File: src/rsa_pkg.sv
// Constants and state codes for the clock chip's two-wire slave access block
`default_nettype none

package rsa_pkg;

  // Fixed seven-bit bus address of the device
  localparam logic [6:0] SLAVE_ADDR    = 7'h32;
  // Pointer value after reset, stop or abort
  localparam logic [3:0] PTR_DEFAULT   = 4'hf;
  // Format code that starts read data right after the pointer byte
  localparam logic [3:0] FMT_DIRECT_RD = 4'h4;
  // Format code for plain writes and for the repeated-start read
  localparam logic [3:0] FMT_PLAIN     = 4'h0;
  // Bits in one byte before the acknowledge slot
  localparam logic [3:0] BYTE_BITS     = 4'h8;

  // Field positions inside the address byte and the pointer byte
  localparam int DIR_BIT = 0;
  localparam int PTR_HI  = 7;
  localparam int PTR_LO  = 4;
  localparam int FMT_HI  = 3;
  localparam int FMT_LO  = 0;

  // Core clock rate and the access watchdog time
  localparam int CLK_FREQ_KHZ = 100000;
  localparam int TIMEOUT_MS   = 500;
  // Least time rounds up; this one divides exactly
  localparam int TIMEOUT_CYC  = TIMEOUT_MS * CLK_FREQ_KHZ;
  localparam int TMO_W        = 32;

  // Byte-level states of the slave sequencer
  typedef enum logic [2:0] {
    RSA_IDLE   = 3'b000,
    RSA_ADDR   = 3'b001,
    RSA_PTR    = 3'b010,
    RSA_WDATA  = 3'b011,
    RSA_RDATA  = 3'b100,
    RSA_IGNORE = 3'b101
  } rsa_state_t;

endpackage

`default_nettype wire

File: src/rsa_bus_cond.sv
// Line synchroniser and start, stop and clock-edge detector for the two-wire bus
`timescale 1ns/100ps
`default_nettype none

module rsa_bus_cond (
  input  wire logic core_clk_in,   // Core clock
  input  wire logic rst_b_in,      // Asynchronous reset, active low
  input  wire logic scl_in,        // Raw bus clock pin
  input  wire logic sda_in,        // Raw bus data pin
  output logic      sda_out,       // Synchronised data level
  output logic      scl_rise_out,  // Bus clock rose
  output logic      scl_fall_out,  // Bus clock fell
  output logic      start_out,     // Start or repeated start seen
  output logic      stop_out       // Stop seen
);

  logic scl_meta_reg;  // First stage, read by the second only
  logic sda_meta_reg;  // First stage, read by the second only
  logic scl_sync_reg;  // Second stage
  logic sda_sync_reg;  // Second stage
  logic scl_prev_reg;  // Previous synced clock
  logic sda_prev_reg;  // Previous synced data

  // Two flip-flops per pin; lines idle high so reset to one
  always_ff @(posedge core_clk_in or negedge rst_b_in) begin
    if (!rst_b_in) begin
      scl_meta_reg <= 1'b1;
      sda_meta_reg <= 1'b1;
      scl_sync_reg <= 1'b1;
      sda_sync_reg <= 1'b1;
    end else begin
      scl_meta_reg <= scl_in;
      sda_meta_reg <= sda_in;
      scl_sync_reg <= scl_meta_reg;
      sda_sync_reg <= sda_meta_reg;
    end
  end

  // History stage for edge detection
  always_ff @(posedge core_clk_in or negedge rst_b_in) begin
    if (!rst_b_in) begin
      scl_prev_reg <= 1'b1;
      sda_prev_reg <= 1'b1;
    end else begin
      scl_prev_reg <= scl_sync_reg;
      sda_prev_reg <= sda_sync_reg;
    end
  end

  // Data edges while the clock stays high mark start and stop
  assign start_out    = scl_sync_reg & scl_prev_reg & sda_prev_reg & ~sda_sync_reg;
  assign stop_out     = scl_sync_reg & scl_prev_reg & ~sda_prev_reg & sda_sync_reg;
  assign scl_rise_out = scl_sync_reg & ~scl_prev_reg;
  assign scl_fall_out = ~scl_sync_reg & scl_prev_reg;
  assign sda_out      = sda_sync_reg;

endmodule

`default_nettype wire

File: src/rsa_slave.sv
// Two-wire slave access block of the clock chip: addressing, pointer, carry hold, watchdog
`timescale 1ns/100ps
`default_nettype none

module rsa_slave #(
  parameter int unsigned TIMEOUT_CYC = rsa_pkg::TIMEOUT_CYC  // Watchdog length in cycles
) (
  input  wire logic       core_clk_in,      // Core clock, 100 MHz
  input  wire logic       rst_b_in,         // Asynchronous reset, active low
  input  wire logic       scl_in,           // Bus clock pin
  input  wire logic       sda_in,           // Bus data pin level
  output logic            sda_out,          // Bus data drive level, always low
  output logic            sda_oe_b_out,     // Data pin enable, low pulls line low
  output logic [3:0]      reg_addr_out,     // Internal register address
  output logic [7:0]      reg_wdata_out,    // Write data
  output logic            reg_wr_out,       // Write strobe
  output logic            reg_rd_out,       // Read strobe
  input  wire logic [7:0] reg_rdata_in,     // Read data for reg_addr_out
  input  wire logic       carry_in,         // Carry pulse from time counters
  output logic            carry_hold_out,   // Carries are frozen
  output logic            carry_apply_out   // Apply one carry now
);

  // Synchronised bus events
  logic       sda_s;        // Synced data level
  logic       scl_rise;     // Clock rising edge
  logic       scl_fall;     // Clock falling edge
  logic       start_p;      // Start condition
  logic       stop_p;       // Stop condition

  // Sequencer state
  rsa_pkg::rsa_state_t st_reg;   // Byte-level state
  logic [3:0] cnt_reg;      // Bits seen in this byte
  logic       ack_reg;      // In the ninth clock slot
  logic [7:0] shift_reg;    // Receive shifter
  logic [7:0] tx_reg;       // Transmit shifter
  logic       drv_reg;      // Wants to pull data low
  logic       rd_dir_reg;   // Direction bit of last address
  logic [3:0] ptr_reg;      // Internal address pointer
  logic [3:0] fmt_reg;      // Transfer format code
  logic [7:0] wdata_reg;    // Write data holding
  logic       wr_reg;       // Write strobe flop
  logic       rd_reg;       // Read strobe flop

  // Access session and watchdog
  // Session stays busy through an abort, so later starts cannot re-arm it
  logic             busy_reg;   // Between first start and stop
  logic             abort_reg;  // Watchdog fired in this access
  logic [31:0]      tmo_reg;    // Cycles since first start
  logic             tmo_hit;    // Watchdog expiry this cycle

  // Carry hold
  logic       pend_reg;     // Carry waiting for release
  logic       apply_reg;    // Carry apply pulse
  logic       hold;         // Carries frozen

  // Pointer advance; four bits, so Fh rolls over to 0h by itself
  function automatic logic [3:0] ptr_step(input logic [3:0] ptr);
    return ptr + 4'h1;
  endfunction

  // Open-drain level for a data bit: pull low for a zero, release for a one
  function automatic logic pull_for(input logic data_bit);
    return ~data_bit;
  endfunction

  // Edge and condition detector with pin synchronisers
  // Every pin edge lands on the core clock, at two cycles of latency
  rsa_bus_cond u_cond (
    .core_clk_in  (core_clk_in),
    .rst_b_in     (rst_b_in),
    .scl_in       (scl_in),
    .sda_in       (sda_in),
    .sda_out      (sda_s),
    .scl_rise_out (scl_rise),
    .scl_fall_out (scl_fall),
    .start_out    (start_p),
    .stop_out     (stop_p)
  );

  // Watchdog counts from the first start only
  // Trade-off: one fixed count at the short end of the window keeps it
  // simple; a master inside its 0.5 s budget never meets it
  assign tmo_hit = busy_reg & ~abort_reg
                 & (tmo_reg == 32'(TIMEOUT_CYC - 32'd1));

  // Access session: first start opens, stop closes, watchdog aborts
  always_ff @(posedge core_clk_in or negedge rst_b_in) begin
    if (!rst_b_in) begin
      busy_reg  <= 1'b0;
      abort_reg <= 1'b0;
      tmo_reg   <= 32'h0;
    end else if (stop_p) begin
      // Stop ends the access and clears the abort
      busy_reg  <= 1'b0;
      abort_reg <= 1'b0;
      tmo_reg   <= 32'h0;
    end else if (start_p && !busy_reg) begin
      // Only the first start arms the watchdog
      busy_reg  <= 1'b1;
      tmo_reg   <= 32'h0;
    end else if (tmo_hit) begin
      // Abort stays until the master finally sends stop
      abort_reg <= 1'b1;
    end else if (busy_reg && !abort_reg) begin
      tmo_reg   <= tmo_reg + 32'h1;
    end
  end

  // Carries freeze during a live access
  assign hold = busy_reg & ~abort_reg;

  // Held carry kept pending; a new carry wins over the release
  // Several carries inside one access collapse into one apply
  always_ff @(posedge core_clk_in or negedge rst_b_in) begin
    if (!rst_b_in) begin
      pend_reg  <= 1'b0;
      apply_reg <= 1'b0;
    end else begin
      // Applied one cycle after release, far inside the 61 us budget
      apply_reg <= ~hold & (carry_in | pend_reg);
      if (carry_in && hold) begin
        pend_reg <= 1'b1;
      end else if (!hold) begin
        pend_reg <= 1'b0;
      end
    end
  end

  // Byte sequencer: shifting, acknowledge slots, pointer and strobes
  // Stop and watchdog outrank start, so a cut frame always parks the
  // pointer even when the master vanished in the middle of a byte
  always_ff @(posedge core_clk_in or negedge rst_b_in) begin
    if (!rst_b_in) begin
      st_reg     <= rsa_pkg::RSA_IDLE;
      cnt_reg    <= 4'h0;
      ack_reg    <= 1'b0;
      shift_reg  <= 8'h00;
      tx_reg     <= 8'hff;
      drv_reg    <= 1'b0;
      rd_dir_reg <= 1'b0;
      ptr_reg    <= rsa_pkg::PTR_DEFAULT;
      fmt_reg    <= rsa_pkg::FMT_PLAIN;
      wdata_reg  <= 8'h00;
      wr_reg     <= 1'b0;
      rd_reg     <= 1'b0;
    end else begin
      // Strobes last one cycle
      wr_reg <= 1'b0;
      rd_reg <= 1'b0;
      if (stop_p || tmo_hit) begin
        // Stop and abort both park the pointer at Fh
        st_reg  <= rsa_pkg::RSA_IDLE;
        ptr_reg <= rsa_pkg::PTR_DEFAULT;
        drv_reg <= 1'b0;
        ack_reg <= 1'b0;
      end else if (start_p) begin
        // Any start, first or repeated, expects an address next
        st_reg  <= rsa_pkg::RSA_ADDR;
        cnt_reg <= 4'h0;
        ack_reg <= 1'b0;
        drv_reg <= 1'b0;
      end else begin
        unique case (st_reg)
          rsa_pkg::RSA_IDLE, rsa_pkg::RSA_IGNORE: begin
            // Shifter left alone: nothing here is meant for us
            // Line left released until the next start
            drv_reg <= 1'b0;
          end
          rsa_pkg::RSA_ADDR, rsa_pkg::RSA_PTR, rsa_pkg::RSA_WDATA: begin
            if (scl_rise && !ack_reg) begin
              // Bits arrive MSB first
              shift_reg <= {shift_reg[6:0], sda_s};
              cnt_reg   <= cnt_reg + 4'h1;
            end else if (scl_fall && !ack_reg && cnt_reg == rsa_pkg::BYTE_BITS) begin
              ack_reg <= 1'b1;
              if (st_reg == rsa_pkg::RSA_ADDR
                  && shift_reg[7:1] != rsa_pkg::SLAVE_ADDR) begin
                // Someone else's address: go silent
                st_reg <= rsa_pkg::RSA_IGNORE;
              end else begin
                // Pull low for the ninth clock
                drv_reg <= 1'b1;
                if (st_reg == rsa_pkg::RSA_ADDR) begin
                  rd_dir_reg <= shift_reg[rsa_pkg::DIR_BIT];
                end
                if (st_reg == rsa_pkg::RSA_PTR) begin
                  // Pointer in the high nibble, format in the low
                  ptr_reg <= shift_reg[rsa_pkg::PTR_HI:rsa_pkg::PTR_LO];
                  fmt_reg <= shift_reg[rsa_pkg::FMT_HI:rsa_pkg::FMT_LO];
                end
                if (st_reg == rsa_pkg::RSA_WDATA) begin
                  // Pointer still names this byte's register while wr stands
                  // Store at the pointer; suppressed while aborted
                  wdata_reg <= shift_reg;
                  wr_reg    <= ~abort_reg;
                end
              end
            end else if (scl_fall && ack_reg) begin
              // End of the acknowledge slot
              ack_reg <= 1'b0;
              cnt_reg <= 4'h0;
              drv_reg <= 1'b0;
              if (st_reg == rsa_pkg::RSA_ADDR && rd_dir_reg) begin
                // Read from the current pointer: Fh when fresh
                st_reg  <= rsa_pkg::RSA_RDATA;
                tx_reg  <= reg_rdata_in;
                drv_reg <= pull_for(reg_rdata_in[7]);
                rd_reg  <= 1'b1;
              end else if (st_reg == rsa_pkg::RSA_ADDR) begin
                // A write address byte is followed by the pointer byte
                st_reg <= rsa_pkg::RSA_PTR;
              end else if (st_reg == rsa_pkg::RSA_PTR
                           && fmt_reg == rsa_pkg::FMT_DIRECT_RD) begin
                // Short read: data follows without a direction change
                st_reg  <= rsa_pkg::RSA_RDATA;
                tx_reg  <= reg_rdata_in;
                drv_reg <= pull_for(reg_rdata_in[7]);
                rd_reg  <= 1'b1;
              end else if (st_reg == rsa_pkg::RSA_PTR) begin
                // Any other code is taken as the plain write format
                st_reg <= rsa_pkg::RSA_WDATA;
              end else begin
                // Next data byte goes one up, Fh wraps to 0h
                ptr_reg <= ptr_step(ptr_reg);
              end
            end
          end
          rsa_pkg::RSA_RDATA: begin
            if (scl_rise && !ack_reg) begin
              // The master samples this bit at the end of the high phase
              cnt_reg <= cnt_reg + 4'h1;
            end else if (scl_fall && !ack_reg) begin
              if (cnt_reg == rsa_pkg::BYTE_BITS) begin
                // Release for the master's acknowledge
                ack_reg <= 1'b1;
                drv_reg <= 1'b0;
              end else begin
                // Next bit; ones release the line
                drv_reg <= pull_for(tx_reg[6]);
                tx_reg  <= {tx_reg[6:0], 1'b1};
              end
            end else if (scl_rise && ack_reg) begin
              // Pointer moves on after each byte sent
              ptr_reg <= ptr_step(ptr_reg);
              if (sda_s) begin
                // No acknowledge: master is done reading
                st_reg <= rsa_pkg::RSA_IGNORE;
              end
            end else if (scl_fall && ack_reg) begin
              // Load the next byte from the advanced pointer
              ack_reg <= 1'b0;
              cnt_reg <= 4'h0;
              tx_reg  <= reg_rdata_in;
              drv_reg <= pull_for(reg_rdata_in[7]);
              rd_reg  <= 1'b1;
            end
          end
          default: begin
            // Illegal code recovers to idle
            st_reg <= rsa_pkg::RSA_IDLE;
          end
        endcase
      end
    end
  end

  // Read data is taken combinationally at the load edge: the clock core
  // must show the register at reg_addr_out within the same cycle
  // Open drain: after an abort nothing is driven, so reads see FFh
  assign sda_out         = 1'b0;
  assign sda_oe_b_out    = ~(drv_reg & ~abort_reg);
  assign reg_addr_out    = ptr_reg;
  assign reg_wdata_out   = wdata_reg;
  assign reg_wr_out      = wr_reg;
  assign reg_rd_out      = rd_reg;
  assign carry_hold_out  = hold;
  assign carry_apply_out = apply_reg;

endmodule

`default_nettype wire

File: config.mk
export PLATFORM = sky130hd
export DESIGN_NAME = rsa_slave
export DESIGN_NICKNAME = d
export VERILOG_FILES = /design/src/rsa_pkg.sv /design/src/rsa_bus_cond.sv /design/src/rsa_slave.sv
export SDC_FILE = /design/constraint.sdc
export NUM_CORES = 1
export LEC_CHECK = 0
export CORE_MARGIN = 3
export CORE_UTILIZATION = 37
export CTS_CLUSTER_SIZE = 25
export DETAILED_ROUTE_END_ITERATION = 12
export DONT_BUFFER_PORTS = 1
export GPL_TIMING_DRIVEN = 0
export MAX_ROUTING_LAYER = met4
export PLACE_DENSITY = 0.55
export SYNTH_ARGS = -nofsm -noshare
export SYNTH_HDL_FRONTEND = slang
export SYNTH_SLANG_ARGS = --single-unit
File: constraint.sdc
create_clock -name core_clk_in -period 4.8 [get_ports core_clk_in]
set_input_delay 0.24 -clock core_clk_in [delete_from_list [all_inputs] [get_ports core_clk_in]]
set_output_delay 0.24 -clock core_clk_in [all_outputs]
set_load 0.05 [all_outputs]
==> impl_metrics.yaml, run 1 <==
status:
  status: "completed"
detailed_routing:
  via_per_inst: 5.75
  routed_wl_mm: 11.4
  drtPass1Iterations: 5
  drt_iter0_markers: 283
  ant_nets: 0
  remaining_drc_errors: 0
  wl_per_cell_um: 17.7
  dr_total_vias: 3692
clock_tree:
  max-clock-path-buffers: 2
  insertion_delay_ns: 0.34
  cts-htree-levels: 3
  cts.sinks: 85
  cts_buffers: 9
  cts_tree: "built"
  ctsResizeCount: 0
  clock-root-buffer: "clkbuf_16"
  post_cts_buffers: 0
  clk_pin_slew_ns: 0.06
logic_synthesis:
  synth-edff-count: 0
  ys_warn_count: 0
  synth_ff_type: "dfrtp_1"
  synth_top_cell_area_share_pct: 36.2
  ys_top_cells_by_area: "dfrtp_1, dfstp_2, mux2_4"
  ys_ff_latch: 85
  syn_avg_cell_area_um2: 10.4
  synth_cell_types: 73
  async_flop_share_pct: 100
  synth_cells: 454
  ys_seq_area_share_pct: 45.7
  synthesis.nets: 471
  syn_area_um2: 4700
  yosys.area.top_type: "dfrtp_1"
timing:
  setup_viol: 0
  fmax_ghz: 0.339
  worst_slack_ns: 1.85
  relSlewSlack_pct: 32.4
  setup_tns_ns: 0
  period_minus_slack_ns: 2.95
  fin_skew_ns: 0.00499
  finalHoldViolCount: 0
  tightestPinTransition_ns: 1.01
  slew_viol_final: 0
  rsz0062_at_grt: "false"
  fin_crit_sh_pct: 61.5
min_path:
  hp-class: "in -> reg"
  hold_depth: 2
setup_path:
  cpPeakStageDelay_ns: 0.57
  crit_family: "buffers and inverters"
  critPathKind: "reg -> reg"
  crit_chain: "clkbuf_1 -> nand4b_1 -> o21ai_0 -> buf_2 -> buf_1 -> nor2_1"
  arrival_ns: 3.15
  cp_num_cells: 6
  reg2regPathDepth: 6
  critical_path_required_ns: 5.00
  cp_max_fo: 10
  critPathBufInv: 3
  slowest_stage: "o21ai_0"
  endpoint_kind: "flip-flop"
  crit_path_start_kind: "flip-flop"
layout:
  nNetsFinal: 486
  fin_area_um2: 5280
  instances_no_fill: 642
  fin_util_pct: 43.2
  largest_register_ffs: 32
  antennaDiodeCount: 0
  area_growth_pct: 12.4
  layout-drive-gt1-share_pct: 20.7
global_route:
  grt_pass1_vias: 3575
  grt-ovfl-total: 0
  antenna_found_initial: 0
  grt_pass1_wl_mm: 18.9
  grtUsageTotal_pct: 17.1
  grt_max_degree: 86
floorplan:
  dieHeight_um: 119
  core_um2: 12200
  dieArea_um2: 14100
  die-width_um: 119
  start_util_pct: 38.5
  rows: 40
  io_pins: 31
placement:
  portBuffers: 0
  placed_area_um2: 4910
  dp_slack_ns: 1.87
  dp_hpwl_mm: 7.84
  routabilityCongestion: 0.902
  place_inst: 622
job:
  maxCapViolations: 0
pwr:
  irDropWorstVdd_mv: 0.132
  leakage_nw: 2.15
  p_per_area_nw_per_um2: 419
## cell families (layout without fill, tap and decap cells)
kind of cell | Yosys count | count (layout) | share of synthesized area, %
other cells | 1 | 1 | 0.0798
compound gates | 100 | 100 | 13.4
buf+inv | 32 | 52 | 3.57
simple gates | 187 | 187 | 24.7
mux | 36 | 36 | 9.77
flops | 85 | 85 | 45.7
fa+ha+maj | 4 | 4 | 1.07
xor+xnor | 9 | 9 | 1.68
## path summary, 6_finish.rpt
check                               startpoint             endpoint  slack, ns
max in group asynchronous             rst_b_in  u_cond.scl_meta_reg       3.96
setup / recovery           u_cond.scl_sync_reg          tmo_reg[16]       1.85
hold / removal                        carry_in      carry_apply_out       0.04
setup reg to reg           u_cond.scl_sync_reg          tmo_reg[16]       1.85
hold reg to reg            u_cond.sda_meta_reg       u_cond.sda_out       0.36
min in group asynchronous             rst_b_in           cnt_reg[1]       0.47
## per-layer routing
layer / global-route usage, % / wire length (µm) / vias up
met3: 2.92 / 366 / 14
li1: - / - / 1751
met1: 23.8 / 5440 / 1843
met4: 6.73 / 226 / 0
met2: 24.7 / 5330 / 84
met5: - / 0 / -
## power breakdown
group	switching [mW]	total (mW)	internal, mW
logic	0.285	0.496	0.210
registers	0.172	0.991	0.820
clock network	0.280	0.725	0.445
total	0.737	2.21	1.48
## through the flow
| stage | total power, mW | hold WS, ns |
|---|---|---|
| floorplan | 1.34 | -0.0556 |
| global placement | 1.46 | -0.0511 |
| detailed placement | 1.47 | -0.0516 |
| CTS | 2.23 | 0.0281 |
| global route | 2.33 | 0.0521 |
| finish | 2.21 | 0.0412 |
## repair_timing
item | 4_1_cts | 5_1_grt
endpoints found under the hold margin | 87 | 0
endpoints found under the setup margin | 0 | 0
hold buffers | 4 | 0
## cells in the mapped netlist, drive strengths merged, types with 3 or more instances
cell and number:
o21ai 26, nand2 21, o211ai 5, nor2b 5
a31oi 6, dfrtp 68, and3 11, nor2 25
or2 4, nor3 9, o41ai 3, nor3b 3
xnor2 5, buf 14, clkbuf 9, a21oi 27
dfstp 17, xor2 4, nand2b 6, nand4 18
ha 4, o22ai 4, a21o 3, or3b 4
nand4b 5, nand3 21, o31ai 7, and4 6
or4 5, a211oi 3, nand3b 3, mux2 34
nor4 12, and2 4, inv 9, or3 18
## placed cells by master (no fill, tap or decap), types with 6 or more instances in the layout
cell       Yosys  final
mux2_4        15     15
or3_1         18     18
clkbuf_16      0      9
a21oi_1       27     27
nand4_1       18     18
dfrtp_1       68     68
nor3_1         7      7
inv_1          9      9
nand2_1       21     21
nand3_1       21     21
and3_1        10     10
o21ai_0       25     25
mux2_2        19     19
clkbuf_1       9     10
nand2b_1       6      6
dfstp_2       17     17
o31ai_1        7      7
nor2_1        22     22
nor4_1        11     11
a31oi_1        6      6
## area by class of cell
type                    count  area (µm²)
flip-flops and latches     85        2150
inverters                   9        33.8
plain buffers              23         134
clock buffers              13         270
fillers                  1199        6930
multi-input cells         337        2380
clock inverters             3        42.5
repair buffers              4        57.6
well taps                 168         210
(Power assumes the default switching activity.)
==> run 2: changes to the inputs <==
Clock period 4.8 ns to 2.9 ns, I/O delays scaled along.
==> run 2 against run 1 <==
Against the previous run:
- hold slack gained 0.015 ns
- sequential power grew 65%
- global-route usage about the same
- via count is essentially flat
- clock-buffer cell count unchanged
- final cell count up 0.16%
- critical endpoint unchanged
==> impl_metrics.yaml, run 2 (same netlist as run 1, synthesis figures left out) <==
setup_path:
  r2r-end: "tmo_reg[16]"
  reg2regPathDepth: 6
  worstSetupEndpoint: "tmo_reg[16]"
  arrival_ns: 2.80
  critPathKind: "reg -> reg"
  crit_path_start: "u_cond.scl_sync_reg"
  cpPeakStageDelay_ns: 0.56
  endpoint_kind: "flip-flop"
  reg2reg_slack_ns: 0.32
  slowest_stage: "dfstp_2"
  cp_max_fo: 10
  crit_chain: "clkbuf_1 -> nand4b_1 -> o21ai_1 -> buf_2 -> clkbuf_2 -> nor2_1"
  reg2reg_from: "u_cond.scl_sync_reg"
  crit_path_start_kind: "flip-flop"
  critical_path_required_ns: 3.12
global_route:
  grtUsageTotal_pct: 17.1
  antenna_found_initial: 0
  grt_pass1_vias: 3581
  grt_pass1_wl_mm: 19.0
  grt-ovfl-total: 0
  grt_max_degree: 86
layout:
  nNetsFinal: 487
  antennaDiodeCount: 0
  fin_util_pct: 43.4
  mostFrequentLayoutCells: "dfrtp_1, a21oi_1, o21ai_0, nor2_1"
  fill_cells: 1199
  area_growth_pct: 12.6
  layout-drive-gt1-share_pct: 21.3
  largest_register_ffs: 32
  mostFrequentLayoutCell: "dfrtp_1"
floorplan:
  rows: 40
  core_um2: 12200
  dieArea_um2: 14100
  die-width_um: 119
  dieHeight_um: 119
  start_util_pct: 38.5
  io_pins: 31
min_path:
  min_from: "reg_rdata_in[0]"
  hp-class: "in -> reg"
  hold_depth: 2
placement:
  dp_hpwl_mm: 7.84
  portBuffers: 0
  routabilityCongestion: 0.902
clock_tree:
  clk_pin_slew_ns: 0.06
  post_cts_buffers: 0
  clock-root-buffer: "clkbuf_16"
  max-clock-path-buffers: 2
  cts-htree-levels: 3
  cts_buffers: 9
  cts.sinks: 85
  insertion_delay_ns: 0.34
  cts_tree: "built"
timing:
  finalHoldViolCount: 0
  slew_viol_final: 0
  timing.hold.ws_ns: 0.0559
  rsz0062_at_grt: "false"
  fin_crit_sh_pct: 89.1
  fmax_ghz: 0.387
  period_minus_slack_ns: 2.58
  tightestPinTransition_ns: 0.668
  relSlewSlack_pct: 55.4
  setup_viol: 0
  fin_skew_ns: 0.00434
detailed_routing:
  drtPass1Iterations: 4
  via_per_inst: 5.74
  ant_nets: 0
  routed_wl_mm: 11.3
  dr_total_vias: 3689
  drt_iter0_markers: 270
  remaining_drc_errors: 0
  wl_per_cell_um: 17.6
job:
  maxCapViolations: 0
pwr:
  p_per_area_nw_per_um2: 691
  irDropWorstVdd_mv: 0.218
  leakage_nw: 2.16
  power_mw: 3.66
status:
  status: "completed"
[run 2: final cells by class]
class	count	area [µm²]	share of cell area [%]
multi-input combinational	337	2380	45.0
sequential	85	2150	40.6
clock buffer	13	270	5.11
tap	168	210	3.97
buffer	23	138	2.60
timing repair buffer	5	67.6	1.28
clock inverter	3	42.5	0.804
inverter	9	33.8	0.638
[run 2: worst min path at each step]
stage                             to
final                      tx_reg[0]
after global routing       tx_reg[0]
after CTS                  tx_reg[0]
after detailed placement  cnt_reg[3]
after global placement       ack_reg
after floorplan            abort_reg
[run 2: per-stage QoR]
step	instance area (µm²)	TNS (ns)	instances	worst slack, ns
floorplan	4700	0	454	0.688
global placement	4910	-0.780	622	-0.0800
detailed placement	4910	-0.166	622	-0.0303
CTS	5290	0	643	0.0815
global route	5290	0	643	0.121
finish	5290	0	643	0.315
[run 2: where the power goes]
| group | switching (mW) | total (mW) | internal, mW |
|---|---|---|---|
| Combinational | 0.470 | 0.821 | 0.350 |
| Sequential | 0.284 | 1.64 | 1.36 |
| Clock | 0.460 | 1.20 | 0.737 |
| Total | 1.21 | 3.66 | 2.44 |
[run 2: critical path, delay by kind of cell, from the launching register on]
family | cells | cell delay [ns]
buf+inv | 3 | 0.91
flops | 1 | 0.56
simple gates | 2 | 0.56
compound gates | 1 | 0.43
[run 2: routing by layer]
metal / track usage [%] / share of wire, % / up-vias / routed length (µm)
met2: 24.7 / 47 / 86 / 5350
li1: - / - / 1750 / -
met1: 23.8 / 47 / 1838 / 5380
met4: 6.73 / 2.0 / 0 / 225
met5: - / 0 / - / 0
met3: 2.92 / 3.5 / 15 / 397
[run 2: what timing repair did]
item                       4_1_cts  5_1_grt
gates resized for setup          1        4
hold endpoints to repair        89        0
setup endpoints to repair       11       26
hold buffers                     5        0
pin swaps                        0        0
